===== src/spi_stream_cfg.svh =====
// Timing counts and reset values for the stream-capable serial master.
// Assumes a 200 MHz core clock; included by bare name.
`ifndef SPI_STREAM_CFG_SVH
`define SPI_STREAM_CFG_SVH
`define CLK_PERIOD_PS 5000
`define SCLK_MAX_MHZ 50
`define SCLK_HALF_MIN_CYC ((1000000 / `SCLK_MAX_MHZ / 2 + `CLK_PERIOD_PS - 1) / `CLK_PERIOD_PS)
`define STREAM_STEP_NS 10
`define STREAM_STEP_CYC ((`STREAM_STEP_NS * 1000) / `CLK_PERIOD_PS)
`define CS_IDLE_LEVEL 1'b1
`define DIO_DIR_RESET 8'h00
`define DIO_LINES 8
`define CS_LINES 8
`define CONVERT_BIT 0
`define READY_BIT 1
`endif


===== src/spi_stream_pkg.sv =====
// Types shared by the serial master: configuration carriers and sequencer states.
// No constants here; figures live in spi_stream_cfg.svh.
package spi_stream_pkg;
  typedef struct packed {
    logic cpol;
    logic [7:0] divisor;
    logic [2:0] select;
  } spi_cfg_t;

  typedef struct packed {
    logic hw_cs0;
    logic [15:0] period;
    logic [7:0] conv_width;
  } stream_cfg_t;

  typedef enum logic [6:0] {
    ST_IDLE = 7'b0000001,
    ST_CONV = 7'b0000010,
    ST_WAIT_RDY = 7'b0000100,
    ST_LEAD = 7'b0001000,
    ST_SHIFT = 7'b0010000,
    ST_TRAIL = 7'b0100000,
    ST_GAP = 7'b1000000
  } seq_state_t;
endpackage


===== src/spi_stream_master.sv =====
// Serial master with standard write/read transactions and a hardware-timed stream loop,
// plus eight general digital lines. Assumes MISO and digital inputs are asynchronous pins.
// Contract
// RL1 - Serial clock runs at most 50 MHz.
// RL2 - Slower serial clock comes from a configured divisor of the fastest rate.
// RL3 - One shared clock, data-out and data-in line serve every peripheral.
// RL4 - One select line per peripheral, each addressing only its own device.
// RL5 - Two modes: standard transactions and hardware-timed streaming.
// RL6 - Standard mode shifts data out while capturing returned data.
// RL7 - Select zero may be hardware timed, locked to clock and data.
// RL8 - In stream mode line one is sample ready, line zero is convert.
// RL9 - Stream waveform timings count in 10 ns steps.
// RL10 - Stream mode repeats its waveform without software pacing.
// RL11 - Standard and stream operation can follow one another.
// RL12 - Each digital line is separately input or push-pull output.
// RL13 - At startup and suspend all serial, select and digital lines float.
// RL14 - Select asserts before first edge, releases after last; one at a time.
`timescale 1ns/1ps
`include "spi_stream_cfg.svh"
module spi_stream_master
  import spi_stream_pkg::*;
#(
  parameter int WIDTH = 8
)(
  input wire logic CLK,
  input wire logic NRST,
  input wire logic SUSPEND,
  input wire spi_cfg_t SPI_CFG,
  input wire stream_cfg_t STREAM_CFG,
  input wire logic STREAM_EN,
  input wire logic START,
  input wire logic [WIDTH-1:0] TX_DATA,
  output logic [WIDTH-1:0] RX_DATA,
  output logic RX_VALID,
  output logic BUSY,
  output logic SCLK_O,
  output logic SCLK_OE,
  output logic MOSI_O,
  output logic MOSI_OE,
  input wire logic MISO_I,
  output logic [`CS_LINES-1:0] CS_N_O,
  output logic [`CS_LINES-1:0] CS_OE,
  input wire logic [`DIO_LINES-1:0] DIO_DIR,
  input wire logic [`DIO_LINES-1:0] DIO_WR,
  output logic [`DIO_LINES-1:0] DIO_RD,
  input wire logic [`DIO_LINES-1:0] DIO_I,
  output logic [`DIO_LINES-1:0] DIO_O,
  output logic [`DIO_LINES-1:0] DIO_OE
);
  // Shifter slices WIDTH-2, and the bit counter is six bits wide
  if (WIDTH < 2 || WIDTH > 32)
  begin : g_width_check
    $error("WIDTH must lie in 2..32");
  end

  localparam logic [15:0] HALF_MIN = 16'(`SCLK_HALF_MIN_CYC);
  localparam logic [1:0] STEP_CYC = 2'(`STREAM_STEP_CYC);

  seq_state_t state_reg, state_next;
  logic [1:0] miso_sync_reg;
  logic [`DIO_LINES-1:0] dio_meta_reg, dio_sync_reg;
  logic [15:0] div_cnt_reg;
  logic [1:0] step_cnt_reg;
  logic [15:0] period_cnt_reg;
  logic [7:0] conv_cnt_reg;
  logic [5:0] bit_cnt_reg;
  logic phase_reg;
  logic stream_reg;
  logic [WIDTH-1:0] shift_reg;
  logic [WIDTH-1:0] rx_reg;
  logic rx_valid_reg;
  logic sclk_reg;
  logic mosi_reg;
  logic [`CS_LINES-1:0] cs_n_reg;
  logic conv_reg;
  logic drive_reg;
  spi_cfg_t cfg_reg;

  // Half period scales with divisor; divisor zero gives the 50 MHz ceiling
  wire [15:0] half_cyc = HALF_MIN * (16'(cfg_reg.divisor) + 16'h0001); // RL1 RL2
  wire half_tick = (div_cnt_reg == half_cyc - 16'h0001);
  wire step_tick = (step_cnt_reg == STEP_CYC - 2'h1); // RL9
  wire conv_start = (state_next == ST_CONV) && (state_reg != ST_CONV);
  wire in_frame = (state_reg == ST_LEAD) || (state_reg == ST_SHIFT) || (state_reg == ST_TRAIL);
  wire last_bit = (bit_cnt_reg == 6'(WIDTH - 1));
  wire sample_ready = dio_sync_reg[`READY_BIT]; // RL8
  // Done one step early so the step count equals the configured value exactly
  wire period_done = (17'(period_cnt_reg) + 17'h00001 >= 17'(STREAM_CFG.period));
  wire conv_done = (9'(conv_cnt_reg) + 9'h001 >= 9'(STREAM_CFG.conv_width));
  wire [`CS_LINES-1:0] sel_onehot = `CS_LINES'(1) << cfg_reg.select;
  // Stream frames always use select zero; standard frames use one decoded line
  wire [`CS_LINES-1:0] frame_cs = stream_reg ? `CS_LINES'(1) : sel_onehot; // RL4 RL7 RL14
  wire [`CS_LINES-1:0] cs_n_next = in_frame ? ~frame_cs : {`CS_LINES{`CS_IDLE_LEVEL}};
  wire dir_conv = stream_reg | DIO_DIR[`CONVERT_BIT];
  wire [`DIO_LINES-1:0] dio_dir_eff = stream_reg
    ? {DIO_DIR[`DIO_LINES-1:2], 1'b0, 1'b1} : DIO_DIR; // RL8 RL12
  wire [`DIO_LINES-1:0] dio_val_eff = stream_reg
    ? {DIO_WR[`DIO_LINES-1:1], conv_reg} : DIO_WR;

  always_comb
  begin
    state_next = state_reg;
    case (state_reg)
      ST_IDLE:
        if (STREAM_EN)
          state_next = ST_CONV; // RL5 RL11
        else if (START)
          state_next = ST_LEAD; // RL6
      ST_CONV:
        if (step_tick && conv_done)
          state_next = ST_WAIT_RDY;
      ST_WAIT_RDY:
        if (!STREAM_EN)
          state_next = ST_IDLE;
        else if (sample_ready)
          state_next = ST_LEAD;
      ST_LEAD:
        if (half_tick)
          state_next = ST_SHIFT;
      ST_SHIFT:
        if (half_tick && phase_reg && last_bit)
          state_next = ST_TRAIL;
      ST_TRAIL:
        if (half_tick)
          state_next = stream_reg ? ST_GAP : ST_IDLE;
      ST_GAP:
        if (!STREAM_EN)
          state_next = ST_IDLE;
        else if (step_tick && period_done)
          state_next = ST_CONV; // RL10
      default:
        state_next = ST_IDLE;
    endcase
  end

  // Two-stage synchronisers for pins from outside the clock domain
  always_ff @(posedge CLK)
  begin
    if (!NRST)
    begin
      miso_sync_reg <= 2'h0;
      dio_meta_reg <= 8'h00;
      dio_sync_reg <= 8'h00;
    end
    else
    begin
      miso_sync_reg <= {miso_sync_reg[0], MISO_I};
      dio_meta_reg <= DIO_I;
      dio_sync_reg <= dio_meta_reg;
    end
  end

  always_ff @(posedge CLK)
  begin
    if (!NRST)
    begin
      div_cnt_reg <= 16'h0000;
      step_cnt_reg <= 2'h0;
    end
    else
    begin
      div_cnt_reg <= (!in_frame || half_tick) ? 16'h0000 : div_cnt_reg + 16'h0001;
      // Step grid restarts at each convert so widths do not depend on phase
      step_cnt_reg <= (step_tick || conv_start) ? 2'h0 : step_cnt_reg + 2'h1; // RL9
    end
  end

  // Period counts from each convert start so frames repeat on a fixed grid
  always_ff @(posedge CLK)
  begin
    if (!NRST)
    begin
      period_cnt_reg <= 16'h0000;
      conv_cnt_reg <= 8'h00;
    end
    else
    begin
      if (state_reg == ST_IDLE || conv_start)
        period_cnt_reg <= 16'h0000;
      else if (step_tick && !period_done)
        period_cnt_reg <= period_cnt_reg + 16'h0001; // RL9
      if (state_reg != ST_CONV)
        conv_cnt_reg <= 8'h00;
      else if (step_tick && !conv_done)
        conv_cnt_reg <= conv_cnt_reg + 8'h01;
    end
  end

  always_ff @(posedge CLK)
  begin
    if (!NRST)
    begin
      state_reg <= ST_IDLE;
      stream_reg <= 1'b0;
      cfg_reg <= '0;
    end
    else
    begin
      state_reg <= state_next;
      // Config is latched only between frames so the clock never glitches mid-word
      if (state_reg == ST_IDLE)
      begin
        cfg_reg <= SPI_CFG;
        stream_reg <= STREAM_EN;
      end
    end
  end

  always_ff @(posedge CLK)
  begin
    if (!NRST)
    begin
      shift_reg <= '0;
      bit_cnt_reg <= 6'h00;
      phase_reg <= 1'b0;
      rx_reg <= '0;
      rx_valid_reg <= 1'b0;
      sclk_reg <= 1'b0;
      mosi_reg <= 1'b0;
    end
    else
    begin
      rx_valid_reg <= 1'b0;
      if (state_reg == ST_IDLE || state_reg == ST_WAIT_RDY || state_reg == ST_GAP)
      begin
        shift_reg <= TX_DATA;
        mosi_reg <= TX_DATA[WIDTH-1];
        bit_cnt_reg <= 6'h00;
        phase_reg <= 1'b0;
        sclk_reg <= SPI_CFG.cpol;
      end
      else if (state_reg == ST_SHIFT && half_tick)
      begin
        phase_reg <= ~phase_reg;
        sclk_reg <= ~sclk_reg;
        // Capture on the trailing tick: pin register and sync add three cycles,
        // so only then has the bit shown at the leading edge reached the sampler
        if (phase_reg)
        begin
          shift_reg <= {shift_reg[WIDTH-2:0], miso_sync_reg[1]}; // RL3 RL6
          if (!last_bit)
          begin
            mosi_reg <= shift_reg[WIDTH-2];
            bit_cnt_reg <= bit_cnt_reg + 6'h01;
          end
        end
      end
      if (state_reg == ST_TRAIL && half_tick)
      begin
        rx_reg <= shift_reg;
        rx_valid_reg <= 1'b1;
      end
    end
  end

  always_ff @(posedge CLK)
  begin
    if (!NRST)
    begin
      cs_n_reg <= {`CS_LINES{`CS_IDLE_LEVEL}};
      conv_reg <= 1'b0;
      drive_reg <= 1'b0;
    end
    else
    begin
      cs_n_reg <= cs_n_next; // RL14
      conv_reg <= (state_next == ST_CONV); // RL8
      drive_reg <= ~SUSPEND; // RL13
    end
  end

  always_ff @(posedge CLK)
  begin
    if (!NRST)
    begin
      SCLK_O <= 1'b0;
      MOSI_O <= 1'b0;
      SCLK_OE <= 1'b0;
      MOSI_OE <= 1'b0;
      CS_N_O <= {`CS_LINES{`CS_IDLE_LEVEL}};
      CS_OE <= 8'h00;
      DIO_O <= 8'h00;
      DIO_OE <= `DIO_DIR_RESET;
      DIO_RD <= 8'h00;
      RX_DATA <= '0;
      RX_VALID <= 1'b0;
      BUSY <= 1'b0;
    end
    else
    begin
      SCLK_O <= sclk_reg;
      MOSI_O <= mosi_reg;
      SCLK_OE <= drive_reg; // RL13
      MOSI_OE <= drive_reg;
      CS_N_O <= cs_n_reg;
      CS_OE <= {`CS_LINES{drive_reg}};
      DIO_O <= dio_val_eff;
      DIO_OE <= drive_reg ? (dio_dir_eff | {{(`DIO_LINES-1){1'b0}}, dir_conv & stream_reg}) : 8'h00; // RL12 RL13
      DIO_RD <= dio_sync_reg;
      RX_DATA <= rx_reg;
      RX_VALID <= rx_valid_reg;
      BUSY <= (state_reg != ST_IDLE);
    end
  end
endmodule // spi_stream_master


===== config.mk =====
export PLATFORM = sky130hd
export DESIGN_NAME = spi_stream_master
export DESIGN_NICKNAME = d
export VERILOG_FILES = /design/src/spi_stream_pkg.sv /design/src/spi_stream_master.sv
export VERILOG_INCLUDE_DIRS = /design/src
export SDC_FILE = /design/constraint.sdc
export NUM_CORES = 1
export LEC_CHECK = 0
export BUFFER_PORTS_ARGS = -buffer_cell sky130_fd_sc_hd__buf_2
export CAP_MARGIN = 15
export CORE_MARGIN = 2
export CORE_UTILIZATION = 24
export CTS_CLUSTER_DIAMETER = 40
export DETAILED_ROUTE_END_ITERATION = 8
export MAX_ROUTING_LAYER = met4
export SYNTH_ARGS = -nofsm -noshare
export SYNTH_HDL_FRONTEND = slang
export SYNTH_SLANG_ARGS = --single-unit
export TNS_END_PERCENT = 100

===== constraint.sdc =====
create_clock -name CLK -period 3.51 [get_ports CLK]
set_input_delay 1.053 -clock CLK [delete_from_list [all_inputs] [get_ports CLK]]
set_output_delay 1.053 -clock CLK [all_outputs]
set_load 0.02 [all_outputs]

== Word level (Yosys, flattened, before mapping) ==
Cells that the tools add are included.

* Bits in registers: 161
* Input port bits: 75
* Output and inout port bits: 54
* Logic and storage cells: 123

* $add $sub $neg: 9
* $lt $le $gt $ge: 2
* Equality and inequality tests: 14
* Shift-type cells: 1
* Muxes and demuxes: 25
* Bitwise logic cells: 9
* Reductions and logical operators: 31

{| class="wikitable"
|+ Operators with widths
! cell !! number
|-
| 7-bit two-way mux || 11
|-
| 7-bit one-hot mux with 7 select lines || 1
|-
| 16-bit by 1-bit adder with 16-bit output, second input constant || 2
|-
| 8-bit two-way mux || 4
|-
| 8-bit by 1-bit adder with 9-bit output, second input constant || 2
|-
| 16-bit by 1-bit adder with 17-bit output, second input constant || 1
|-
| 17-bit by 16-bit greater-or-equal comparator with 1-bit output || 1
|-
| 16-bit equality test || 1
|-
| 7-bit by 2-bit equality test with 1-bit output, second input constant || 2
|-
| 10-bit by 1-bit subtractor with 11-bit output, second input constant || 1
|-
| 2-bit OR reduction || 5
|-
| 9-bit by 8-bit greater-or-equal comparator with 1-bit output || 1
|-
| 1-bit logical AND || 9
|-
| 8-bit by 1-bit adder with 8-bit output, second input constant || 1
|-
| 1-bit two-way mux || 8
|-
| 8-bit NOT || 1
|-
| 8-bit by 1-bit bitwise OR with 8-bit output || 1
|-
| 1-bit by 3-bit left shift with 8-bit output, first input constant || 1
|-
| 7-bit by 1-bit equality test with 1-bit output, second input constant || 1
|-
| 7-bit by 3-bit equality test with 1-bit output, second input constant || 1
|-
| 7-bit by 4-bit equality test with 1-bit output, second input constant || 1
|-
| 7-bit by 5-bit equality test with 1-bit output, second input constant || 1
|-
| 7-bit by 6-bit equality test with 1-bit output, second input constant || 1
|-
| 7-bit equality test, second input constant || 1
|-
| other kinds (16) || 32
|}

== Depth between registers and ports, before layout ==
Gate-level depths: netlist of the first run.

* Depth after elaboration: 11
* Gate-level depth with buffers: 17
* Mapped depth without buffers: 16

== Least setup slack after synthesis of the first run ==
No wires, ideal clock.

* Path type: register to register
* From: register period_cnt_reg[0]
* To: register period_cnt_reg[10]
* Library setup time: 65 ps
* Arrival: 3383 ps
* Slack: 62 ps
* Stages on the path, launching flop included: 16
* Buffers on the path: 1
* Clock period less this slack: 3448 ps
* Path through: dfxtp_1 ha_1 nand3_1 nor4_1 nand3_1 xnor2_1 ha_1 a21o_1 a21oi_1 o21ai_0 a311oi_1 nor2_1 o21ai_0 nand2_1 clkbuf_1 nor2_1

* Cells in the longest elaborated chain, start to end: 10

{| class="wikitable"
|+ Ends and longest elaborated chain
! element !! RTL line !! text
|-
| start, declared || spi_stream_master.sv:64 || <nowiki>logic [15:0] period_cnt_reg;</nowiki>
|-
| start signal, assigned || spi_stream_master.sv:181 || <nowiki>period_cnt_reg <= period_cnt_reg + 16'h0001;</nowiki>
|-
| 16-bit by 1-bit adder with 17-bit output || spi_stream_master.sv:88 || <nowiki>wire period_done = (17'(period_cnt_reg) + 17'h00001 >= 17'(STREAM_CFG.period));</nowiki>
|-
| 17-bit by 16-bit greater-or-equal comparator with 1-bit output || spi_stream_master.sv:88 ||
|-
| 1-bit logical AND || spi_stream_master.sv:129 || <nowiki>else if (step_tick && period_done)</nowiki>
|-
| 7-bit two-way mux || spi_stream_master.sv:129 ||
|-
| 7-bit two-way mux || spi_stream_master.sv:127 || <nowiki>if (!STREAM_EN)</nowiki>
|-
| 7-bit one-hot mux with 7 select lines || spi_stream_master.sv:103 || <nowiki>case (state_reg)</nowiki>
|-
| 7-bit by 2-bit equality test with 1-bit output || spi_stream_master.sv:83 || <nowiki>wire conv_start = (state_next == ST_CONV) && (state_reg != ST_CONV);</nowiki>
|-
| 1-bit logical AND || spi_stream_master.sv:83 ||
|-
| 1-bit logical OR || spi_stream_master.sv:178 || <nowiki>if (state_reg == ST_IDLE || conv_start)</nowiki>
|-
| 2-bit OR reduction (no source line) || - ||
|}

Parallel ways exist; a longest one is shown, timed or not.
A chain may end at the register's enable or synchronous reset.

== Worst setup path in the final report of the first run ==
* From: register cfg_reg[6] in the netlist's numbering
* To: register bit_cnt_reg[3]

* Cells in the longest elaborated chain, start to end: 5

{| class="wikitable"
|+ Ends and longest elaborated chain
! element !! RTL line !! text
|-
| start, declared || spi_stream_master.sv:77 || <nowiki>spi_cfg_t cfg_reg;</nowiki>
|-
| start signal, assigned || spi_stream_master.sv:195 || <nowiki>cfg_reg <= '0;</nowiki>
|-
| start signal, assigned || spi_stream_master.sv:203 || <nowiki>cfg_reg <= SPI_CFG;</nowiki>
|-
| 8-bit by 1-bit adder with 9-bit output || spi_stream_master.sv:80 || <nowiki>wire [15:0] half_cyc = HALF_MIN * (16'(cfg_reg.divisor) + 16'h0001);</nowiki>
|-
| 10-bit by 1-bit subtractor with 11-bit output || spi_stream_master.sv:81 || <nowiki>wire half_tick = (div_cnt_reg == half_cyc - 16'h0001);</nowiki>
|-
| 16-bit equality test || spi_stream_master.sv:81 ||
|-
| 1-bit logical AND || spi_stream_master.sv:232 || <nowiki>else if (state_reg == ST_SHIFT && half_tick)</nowiki>
|-
| 3-bit AND reduction (no source line) || - ||
|-
| end signal, assigned || spi_stream_master.sv:244 || <nowiki>bit_cnt_reg <= bit_cnt_reg + 6'h01;</nowiki>
|-
| end, declared || spi_stream_master.sv:66 || <nowiki>logic [5:0] bit_cnt_reg;</nowiki>
|}

No other way between the ends.

==> results of run 1 <==
## routing by layer
metal	vias up	GRT usage (%)	routed length, um
li1	3029	-	-
met1	2666	13.1	7660
met2	124	17.0	7470
met3	9	3.37	910
met4	0	3.00	167
met5	-	-	0
## worst max-delay path, stage by stage, from the launching register on
cell	delay, ps
dfxtp_1	620
and3b_1	270
o32ai_2	330
a21oi_1	120
o31ai_1	340
xnor2_1	260
o2111ai_1	210
or2_1	320
or4_1	520
a21oi_1	150
## timing repair
| item | 4_1_cts | 5_1_grt |
|---|---|---|
| endpoints found under the setup margin | 0 | 22 |
| gates resized for setup | 0 | 12 |
| setup buffers | 0 | 0 |
## cell usage after synthesis, drive strengths merged (4+ instances only)
| library cell | instances |
|---|---|
| xor2 | 43 |
| buf | 20 |
| a21oi | 41 |
| nor3b | 4 |
| dfxtp | 160 |
| and2 | 48 |
| mux2i | 21 |
| o21ai | 32 |
| o31ai | 5 |
| a21o | 7 |
| inv | 35 |
| or3 | 7 |
| xnor2 | 25 |
| nor4 | 7 |
| nor3 | 12 |
| or2 | 6 |
| nand2 | 70 |
| nand3 | 30 |
| nor2 | 89 |
| a2111oi | 4 |
| and3 | 29 |
| clkbuf | 17 |
| ha | 31 |
| nand4 | 14 |
| nand2b | 12 |
## cells by family (layout without fill, tap and decap cells)
logic type	Yosys count	count (layout)	share of synthesized area, %
adders and majority gates	31	31	5.39
xor gates and xnor gates	68	68	8.27
other	0	3	0
muxes	21	21	2.92
and+or+nand+nor	338	338	23.8
DFF	160	160	44.5
buffers and inverters	72	223	4.54
AOI/OAI and AO/OA	117	117	10.5
## cell type report
class                      instances  area (um2)
clock inverter                    14         145
inverter                          35         131
antenna                            3        7.51
timing repair buffer             156         853
tap                              390         488
fill                            3131       20600
clock buffer                      18         429
sequential                       160        3200
multi-input combinational        575        3710
## power groups by stage
stage	Clock [mW]	Sequential, mW	Combinational [mW]
2_1_floorplan	0	1.98	0.311
3_3_place_gp	0	1.99	0.463
3_5_place_dp	0	1.99	0.468
4_1_cts	1.89	1.95	0.471
5_1_grt	1.97	1.96	0.526
6_report	1.83	1.95	0.467
## how the worst max path moves through the flow
| stage | from | to | slack [ps] |
|---|---|---|---|
| after floorplan | period_cnt_reg[0] | period_cnt_reg[10] | 60 |
| after global placement | period_cnt_reg[1] | period_cnt_reg[1] | 130 |
| after detailed placement | period_cnt_reg[1] | state_reg[4] | 100 |
| after CTS | period_cnt_reg[1] | state_reg[4] | 70 |
| after global routing | period_cnt_reg[0] | period_cnt_reg[8] | -6 |
| final | cfg_reg[6] | bit_cnt_reg[3] | 300 |
## metrics by stage
step	power, mW	setup TNS, ps	hold WS (ps)
floorplan	2.29	0	386
global placement	2.45	0	390
detailed placement	2.46	0	393
CTS	4.31	0	414
global route	4.46	-10.2	424
finish	4.25	0	409
==> metrics, run 1 <==
HPWL after DPL 12,000 um; Hold Buf Count CTS 0; initial antenna violation count 3; status completed; Root Buffer clkbuf_16; Seq/Total Area, Yosys 44.5%; post-route antenna net violation count 0; Worst-Margin Slew 603 ps; # clock sinks 160; CTS Buf Count 17; Data required, critical path 3870 ps; pin count of the biggest net entering global routing 51; Yosys top cell area share 44.5%; Syn-to-layout area delta 24.6%; maximum VDD drop 0.000266 V; number of global-route vias before repair 5,464; Starting Density 24.4%; global placement routability congestion 0.825; share of cells above drive strength 1 21.4%; utilization after layout 30.3%; Clock Latency Late Sink 430 ps; H-Tree Depth 4; Worst R2R End bit_cnt_reg[3]; CP Data Arrival Time 3570 ps; Setup WS pre-CTS 101 ps; final setup violating endpoints 0; maximum root-to-sink buffer count 2; clock skew 10.4 ps; commonest cells after routing, fill and taps aside dfxtp_1 (159), buf_2 (127), nor2_1 (87); WHS Path Cells 1; Iter 0 DRT Violations 240; die area 31,400 um2; Hold Crit Start cs_n_reg[5]; vias 5,828; Cell Count, Final, Fillers Out 1,351; maxcap violations 0; Top FF cell, synth dfxtp_1; Post-synth ARST share 0%; drt pass-1 iters 4; P_leak 3.86 nW; Cell Area, Placed 8340 um2; r2r setup slk 300 ps; design area 8970 um2; Cell Rows 63; fin crit share 91.4%; Port Buffers 127; achievable frequency 0.312 GHz; Max transition margin 59.7%; Int Power 3.08 mW; Warnings, synthesis 0; Routed WL per cell 12.0 um; clock network power share 43.1%; Sw Share 27.4%; CORE AREA 29,600 um2; Synth cell types 58; Avg Cell Area, Syn 8.92 um2; global-route wire length before repair 26,200 um; Worst Hold Class reg2reg; Pwr Density 474 nW/um2; overall routing resource usage 10.7%; Die Y 177 um; final hold violation count 0; post-synthesis register bit count 160; R2R cell count 9; WS Path Type reg2reg; commonest non-fill, non-tap cell in the layout dfxtp_1; max-slew violations 0; Syn Inst Count 807; CTS tree done; Seq pwr share 45.9%; Reg-to-Reg Start cfg_reg[6]; Syn Std Cell Area 7200 um2; worst-path maximum fanout 13; clock slew at reported path FFs 70 ps; ranking of synthesized cells by area dfxtp_1 (44%), ha_1 (5.4%), xor2_1 (5.2%); DRC viols 0; Hold EP CS_N_O[5]; cell taking the most area after synthesis dfxtp_1; Gate power share 11.0%; Setup WS post-layout 303 ps; switching power 1.17 mW; nets 1,051; GRT overflow 0; fin crit period 3210 ps; via density per instance 4.31; final WL 16,200 um; Die Wd 177 um; Critical Path End Type flip-flop; Ports 129; number of synthesized flops with an enable pin 0; critical path launch point type flip-flop; Placed Cells incl. Taps 1,316; Mapped Nets 913
(Power assumes the default switching activity.)
==> run 2, diff against run 1 <==
BUFFER_PORTS_ARGS = -buffer_cell sky130_fd_sc_hd__buf_4   (was -buffer_cell sky130_fd_sc_hd__buf_2)
==> run 2 against run 1 <==
Critical path type unchanged. First-iteration DRC count increased by 45%. Via count about the same. Largest power group unchanged. Setup slack got worse by 76 ps. Critical endpoint is now step_cnt_reg[0].
==> metrics, run 2 (synthesis results as in run 1) <==
status completed; CTS Buf Count 17 (unchanged); final setup violating endpoints 0 (unchanged); Ports 129 (unchanged); maximum root-to-sink buffer count 2 (unchanged); DRC viols 0 (unchanged); share of cells above drive strength 1 22.1% (+0.73 points); maximum VDD drop 0.000314 V (+18%); GR Util met3 2.90% (-0.47 points); commonest cells after routing, fill and taps aside dfxtp_1 (157), buf_4 (155), nor2_1 (87); GR Util met1 13.5% (+0.36 points); Starting Density 24.4% (unchanged); worst-path maximum fanout 4 (-9); most frequent cell on the critical path buf_4; fin crit period 3280 ps (+75.8 ps); Port Buffers 127 (unchanged); commonest non-fill, non-tap cell in the layout dfxtp_1; Seq pwr share 45.2% (-0.7 points); CP cell instances and3_1 > nand3_1 > nor2_2 > and3_4 > and3_4 > buf_4 > xor2_1 > ha_1 > nand4_1 > o21ai_0 > a31oi_1 > o21ai_0 > a311oi_1 > buf_4 > nor2_1 > o21ai_1 > buf_4 > buf_4 > nand4_1 > nor2_1; CTS tree done; Worst Hold Class reg2reg; CORE AREA 29,600 um2 (unchanged); Max transition margin 52.4% (-7.2 points); critical path launch point type flip-flop; global placement routability congestion 0.853 (+3.4%); overall routing resource usage 10.7% (-0.012 points); GRT overflow 0 (unchanged); switching power 1.16 mW (-0.22%); delay-heaviest family, CP simple AND/OR/NAND/NOR gates; Sw Share 26.9% (-0.50 points); Iter 0 DRT Violations 349 (+45%); Gate power share 11.6% (+0.6 points); Cell Rows 63 (unchanged); max-slew violations 0 (unchanged); Cell Count, Final, Fillers Out 1,348 (-0.22%); design area 9360 um2 (+4.4%); Setup Buffers After CTS 0 (unchanged); Placed Cells incl. Taps 1,316 (unchanged); Int Power 3.15 mW (+2.3%); fin crit share 93.5% (+2.2 points); achievable frequency 0.305 GHz (-2.3%); HPWL after DPL 11,900 um (-1.1%); most used routing layer in global routing met2; CP Data Arrival Time 3640 ps (+70 ps); via density per instance 4.32 (+0.26%); # clock sinks 160 (unchanged); n_diodes 0 (-3); clock network power share 43.2% (about the same); nets 1,051 (unchanged); number of global-route vias before repair 5,515 (+0.93%); WS Path Type reg2reg; met2 Usage GRT 16.8% (-0.16 points); Die Wd 177 um (unchanged); clock slew at reported path FFs 70 ps (about the same); CP bufs+invs 4 (+4); initial antenna violation count 0 (-3); Root Buffer clkbuf_16; Routed WL per cell 12.1 um (+0.93%); post-route antenna net violation count 0 (unchanged); Data required, critical path 3870 ps (about the same); drt pass-1 iters 4 (unchanged); final hold violation count 0 (unchanged); Hold Buf Count CTS 0 (unchanged); CP peak stage delay 370 ps (-250 ps); Cell Area, Placed 8670 um2 (+4.0%); Clock Latency Late Sink 430 ps (about the same); Worst-Margin Slew 713 ps (+110 ps); vias 5,830 (+0.034%); utilization after layout 31.7% (+1.3 points); pin count of the biggest net entering global routing 71 (+39%); Pwr Density 461 nW/um2 (-2.7%); final WL 16,300 um (+0.71%); P_leak 3.97 nW (+2.9%); clock skew 10.1 ps (-0.292 ps); H-Tree Depth 4 (unchanged); maxcap violations 0 (unchanged); Syn-to-layout area delta 30.1%; Critical Path End Type flip-flop; Die Y 177 um (unchanged); global-route wire length before repair 26,400 um (+0.82%); die area 31,400 um2 (unchanged); slowest CP cell dfxtp_4
-- run 2: cell count changes in the layout (fill, tap and decap cells not counted), moves of 3 or more --
cell / previous run / this run
and3_4: 0 / 3
and3_1: 29 / 26
diode_2: 3 / 0
buf_4: 29 / 155
buf_2: 127 / 0
-- run 2: final timing paths --
check	from	to	slack, ps	cells past startpoint
worst min register to register	cs_n_reg[7]	CS_N_O[7]	410	1
worst max register to register	period_cnt_reg[1]	step_cnt_reg[0]	230	20
worst min-delay path	cs_n_reg[7]	CS_N_O[7]	410	1
worst max-delay path	period_cnt_reg[1]	step_cnt_reg[0]	230	20
-- run 2: what timing repair did --
item                       CTS  global route
resized for setup            1            21
pin swaps                    0             4
setup endpoints to repair    2            23
-- run 2: power by group through the flow --
stage          Clock (mW)  Combinational (mW)  Sequential, mW
2_1_floorplan           0               0.311            1.98
3_3_place_gp            0               0.495            1.99
3_5_place_dp            0               0.502            1.99
4_1_cts              1.94               0.504            1.95
5_1_grt              2.00               0.557            1.96
6_report             1.86               0.499            1.95
-- run 2: per-layer routing --
layer	up-vias	routed length, um
li1	3021	-
met1	2674	7750
met2	122	7480
met3	13	902
met4	0	176
met5	-	0
-- run 2: metrics by stage --
stage / hold WS, ps / setup TNS [ps] / setup WS (ps) / power (mW)
floorplan: 386 / 0 / 61.6 / 2.29
global placement: 391 / 0 / 75.4 / 2.49
detailed placement: 391 / -16.7 / -16.7 / 2.50
CTS: 407 / 0 / 7.27 / 4.39
global route: 428 / -29.7 / -14.8 / 4.53
finish: 406 / 0 / 227 / 4.32
-- run 2: cell type report --
cell class              count  area [um2]
repair buffers            156        1180
fillers                  3064       20200
flip-flops and latches    160        3210
clock inverters            13         144
inverters                  35         131
well taps                 390         488
clock buffers              19         453
multi-input cells         575        3750
-- run 2: worst reg2reg max path, delay by kind of cell, from the launching register on --
kind	cells	cell delay, ps
AOI/OAI and AO/OA	5	700
xor gates and xnor gates	1	170
adders and majority gates	1	270
buffers and inverters	4	520
DFF	1	370
and+or+nand+nor	9	1200
==> run 3, diff against run 2 <==
CORE_ASPECT_RATIO = 0.75   (was not set)
==> run 3 against run 2 <==
First-iteration DRC count fell by 19%. Sequential cell count unchanged. Combinational power barely moved. Largest cell class unchanged. Largest power group is now clock. Highest routed layer unchanged.
==> metrics, run 3 (synthesis results as in run 1) <==
status completed; Hold Crit Start cs_n_reg[7]; overall routing resource usage 11.2% (+0.49 points); Iter 0 DRT Violations 281 (-19%); r2r setup slk 190 ps (-40 ps); post-route antenna net violation count 0 (unchanged); clock skew 14.0 ps (+3.88 ps); GRT overflow 0 (unchanged); Starting Density 24.5% (+0.20 points); pin count of the biggest net entering global routing 41 (-42%); utilization after layout 32.0% (+0.28 points); worst-path maximum fanout 4 (unchanged); die area 31,400 um2 (about the same); WHS Path Cells 1 (unchanged); Syn-to-layout area delta 30.2% (about the same); maxcap violations 0 (unchanged); design area 9370 um2 (about the same); Die Y 154 um (-13%); Cell Rows 54 (-14%); P_leak 3.96 nW (-0.39%); Hold EP CS_N_O[7]; CTS tree done; fin crit share 94.6% (+1.0 points); drt pass-1 iters 4 (unchanged); Worst R2R End state_reg[4]; Max transition margin 49.4% (-3.1 points); Cell Count, Final, Fillers Out 1,346 (-0.15%); Pwr Density 480 nW/um2 (+4.0%); Placed Cells incl. Taps 1,313 (-0.23%); CP Data Arrival Time 3620 ps (-20 ps); maximum root-to-sink buffer count 2 (unchanged); via density per instance 4.36 (+0.84%); final setup violating endpoints 0 (unchanged); Die Wd 204 um (+15%); Setup WS post-layout 191 ps (-35.8 ps); final WL 16,800 um (+2.8%); Worst-Margin Slew 758 ps (+44.6 ps); Clock Latency Late Sink 430 ps (about the same); Root Buffer clkbuf_16; commonest non-fill, non-tap cell in the layout dfxtp_1; setup_tns 0 ps (unchanged); clock slew at reported path FFs 70 ps (about the same); CTS Buf Count 17 (unchanged); vias 5,870 (+0.69%); Ports 129 (unchanged); critical path launch point type flip-flop; achievable frequency 0.301 GHz (-1.1%); Routed WL per cell 12.5 um (+3.0%); Fillers 3,049 (-0.49%); CORE AREA 29,300 um2 (-0.80%); final hold violation count 0 (unchanged); WS Path Type reg2reg; Setup WS pre-CTS -76.5 ps (-59.9 ps); global placement routability congestion 0.836 (-2.1%); H-Tree Depth 4 (unchanged); # clock sinks 160 (unchanged); Reg-to-Reg Start period_cnt_reg[4]; max-slew violations 0 (unchanged); Critical Path End Type flip-flop; initial antenna violation count 0 (unchanged); Cell Area, Placed 8640 um2 (-0.40%); share of cells above drive strength 1 21.9% (-0.22 points); DRC viols 0 (unchanged); Port Buffers 127 (unchanged); Total Power Consumption 4.49 mW (+4.1%); R2R cell count 17 (-15%); Hold Buf Count CTS 0 (unchanged); Worst Hold Class reg2reg; maximum VDD drop 0.000333 V (+6.2%); global-route wire length before repair 27,600 um (+4.4%); number of global-route vias before repair 5,514 (-0.018%); Hold WS 411 ps (+5.62 ps); HPWL after DPL 12,300 um (+3.8%); commonest cells after routing, fill and taps aside dfxtp_1 (157), buf_4 (151), nor2_1 (86); n_diodes 0 (unchanged); nets 1,047 (-0.38%); Data required, critical path 3820 ps (-50 ps); fin crit period 3320 ps (+35.8 ps)
## run 3: report_power, final
part | internal (mW) | switching, mW | leakage, nW
logic | 0.222 | 0.279 | 2.34
clock network | 1.22 | 0.821 | 0.314
registers | 1.89 | 0.0683 | 1.31
## run 3: worst max-delay path: stages (launching register included)
cell and delay [ps]:
dfxtp_1 340, and3_1 180, nand3_2 130, nor2_4 130, and3_4 190, and3_4 200
and3_1 180, nand3_1 130, xnor2_1 210, ha_1 260, a21oi_1 120, o21ai_0 100
a311oi_1 280, buf_4 210, o21ai_1 110, o21ai_1 120, a21oi_1 50, a2111oi_1 270
## run 3: worst max path at each step
stage | end | depth (start not counted) | startpoint
6_report | state_reg[4] | 17 | period_cnt_reg[4]
5_1_grt | state_reg[4] | 17 | period_cnt_reg[1]
4_1_cts | period_cnt_reg[15] | 16 | period_cnt_reg[0]
3_5_place_dp | state_reg[4] | 16 | period_cnt_reg[0]
3_3_place_gp | period_cnt_reg[1] | 18 | period_cnt_reg[0]
2_1_floorplan | period_cnt_reg[10] | 15 | period_cnt_reg[0]
## run 3: cell type report
cell class,instances,area (um2),share of cell area (%)
clock buffer,17,425,4.54
inverter,35,131,1.40
clock inverter,15,220,2.35
sequential,160,3210,34.2
multi-input combinational,575,3740,39.9
tap,392,490,5.23
timing repair buffer,152,1150,12.3
## run 3: per-layer routing
layer	share of wire [%]	wire, um	vias to the layer above	track usage [%]
li1	-	-	3026	-
met1	51	8580	2697	15.3
met2	42	6990	134	16.1
met3	6.4	1080	13	3.37
met4	0.74	124	0	2.59
met5	0	0	-	-
## run 3: timing repair
item / in CTS / in global routing
setup endpoints to repair: 19 / 23
hold endpoints to repair: 0 / 0
buffers inserted: 0 / 1
pin swaps: 1 / 5
resized for setup: 5 / 18
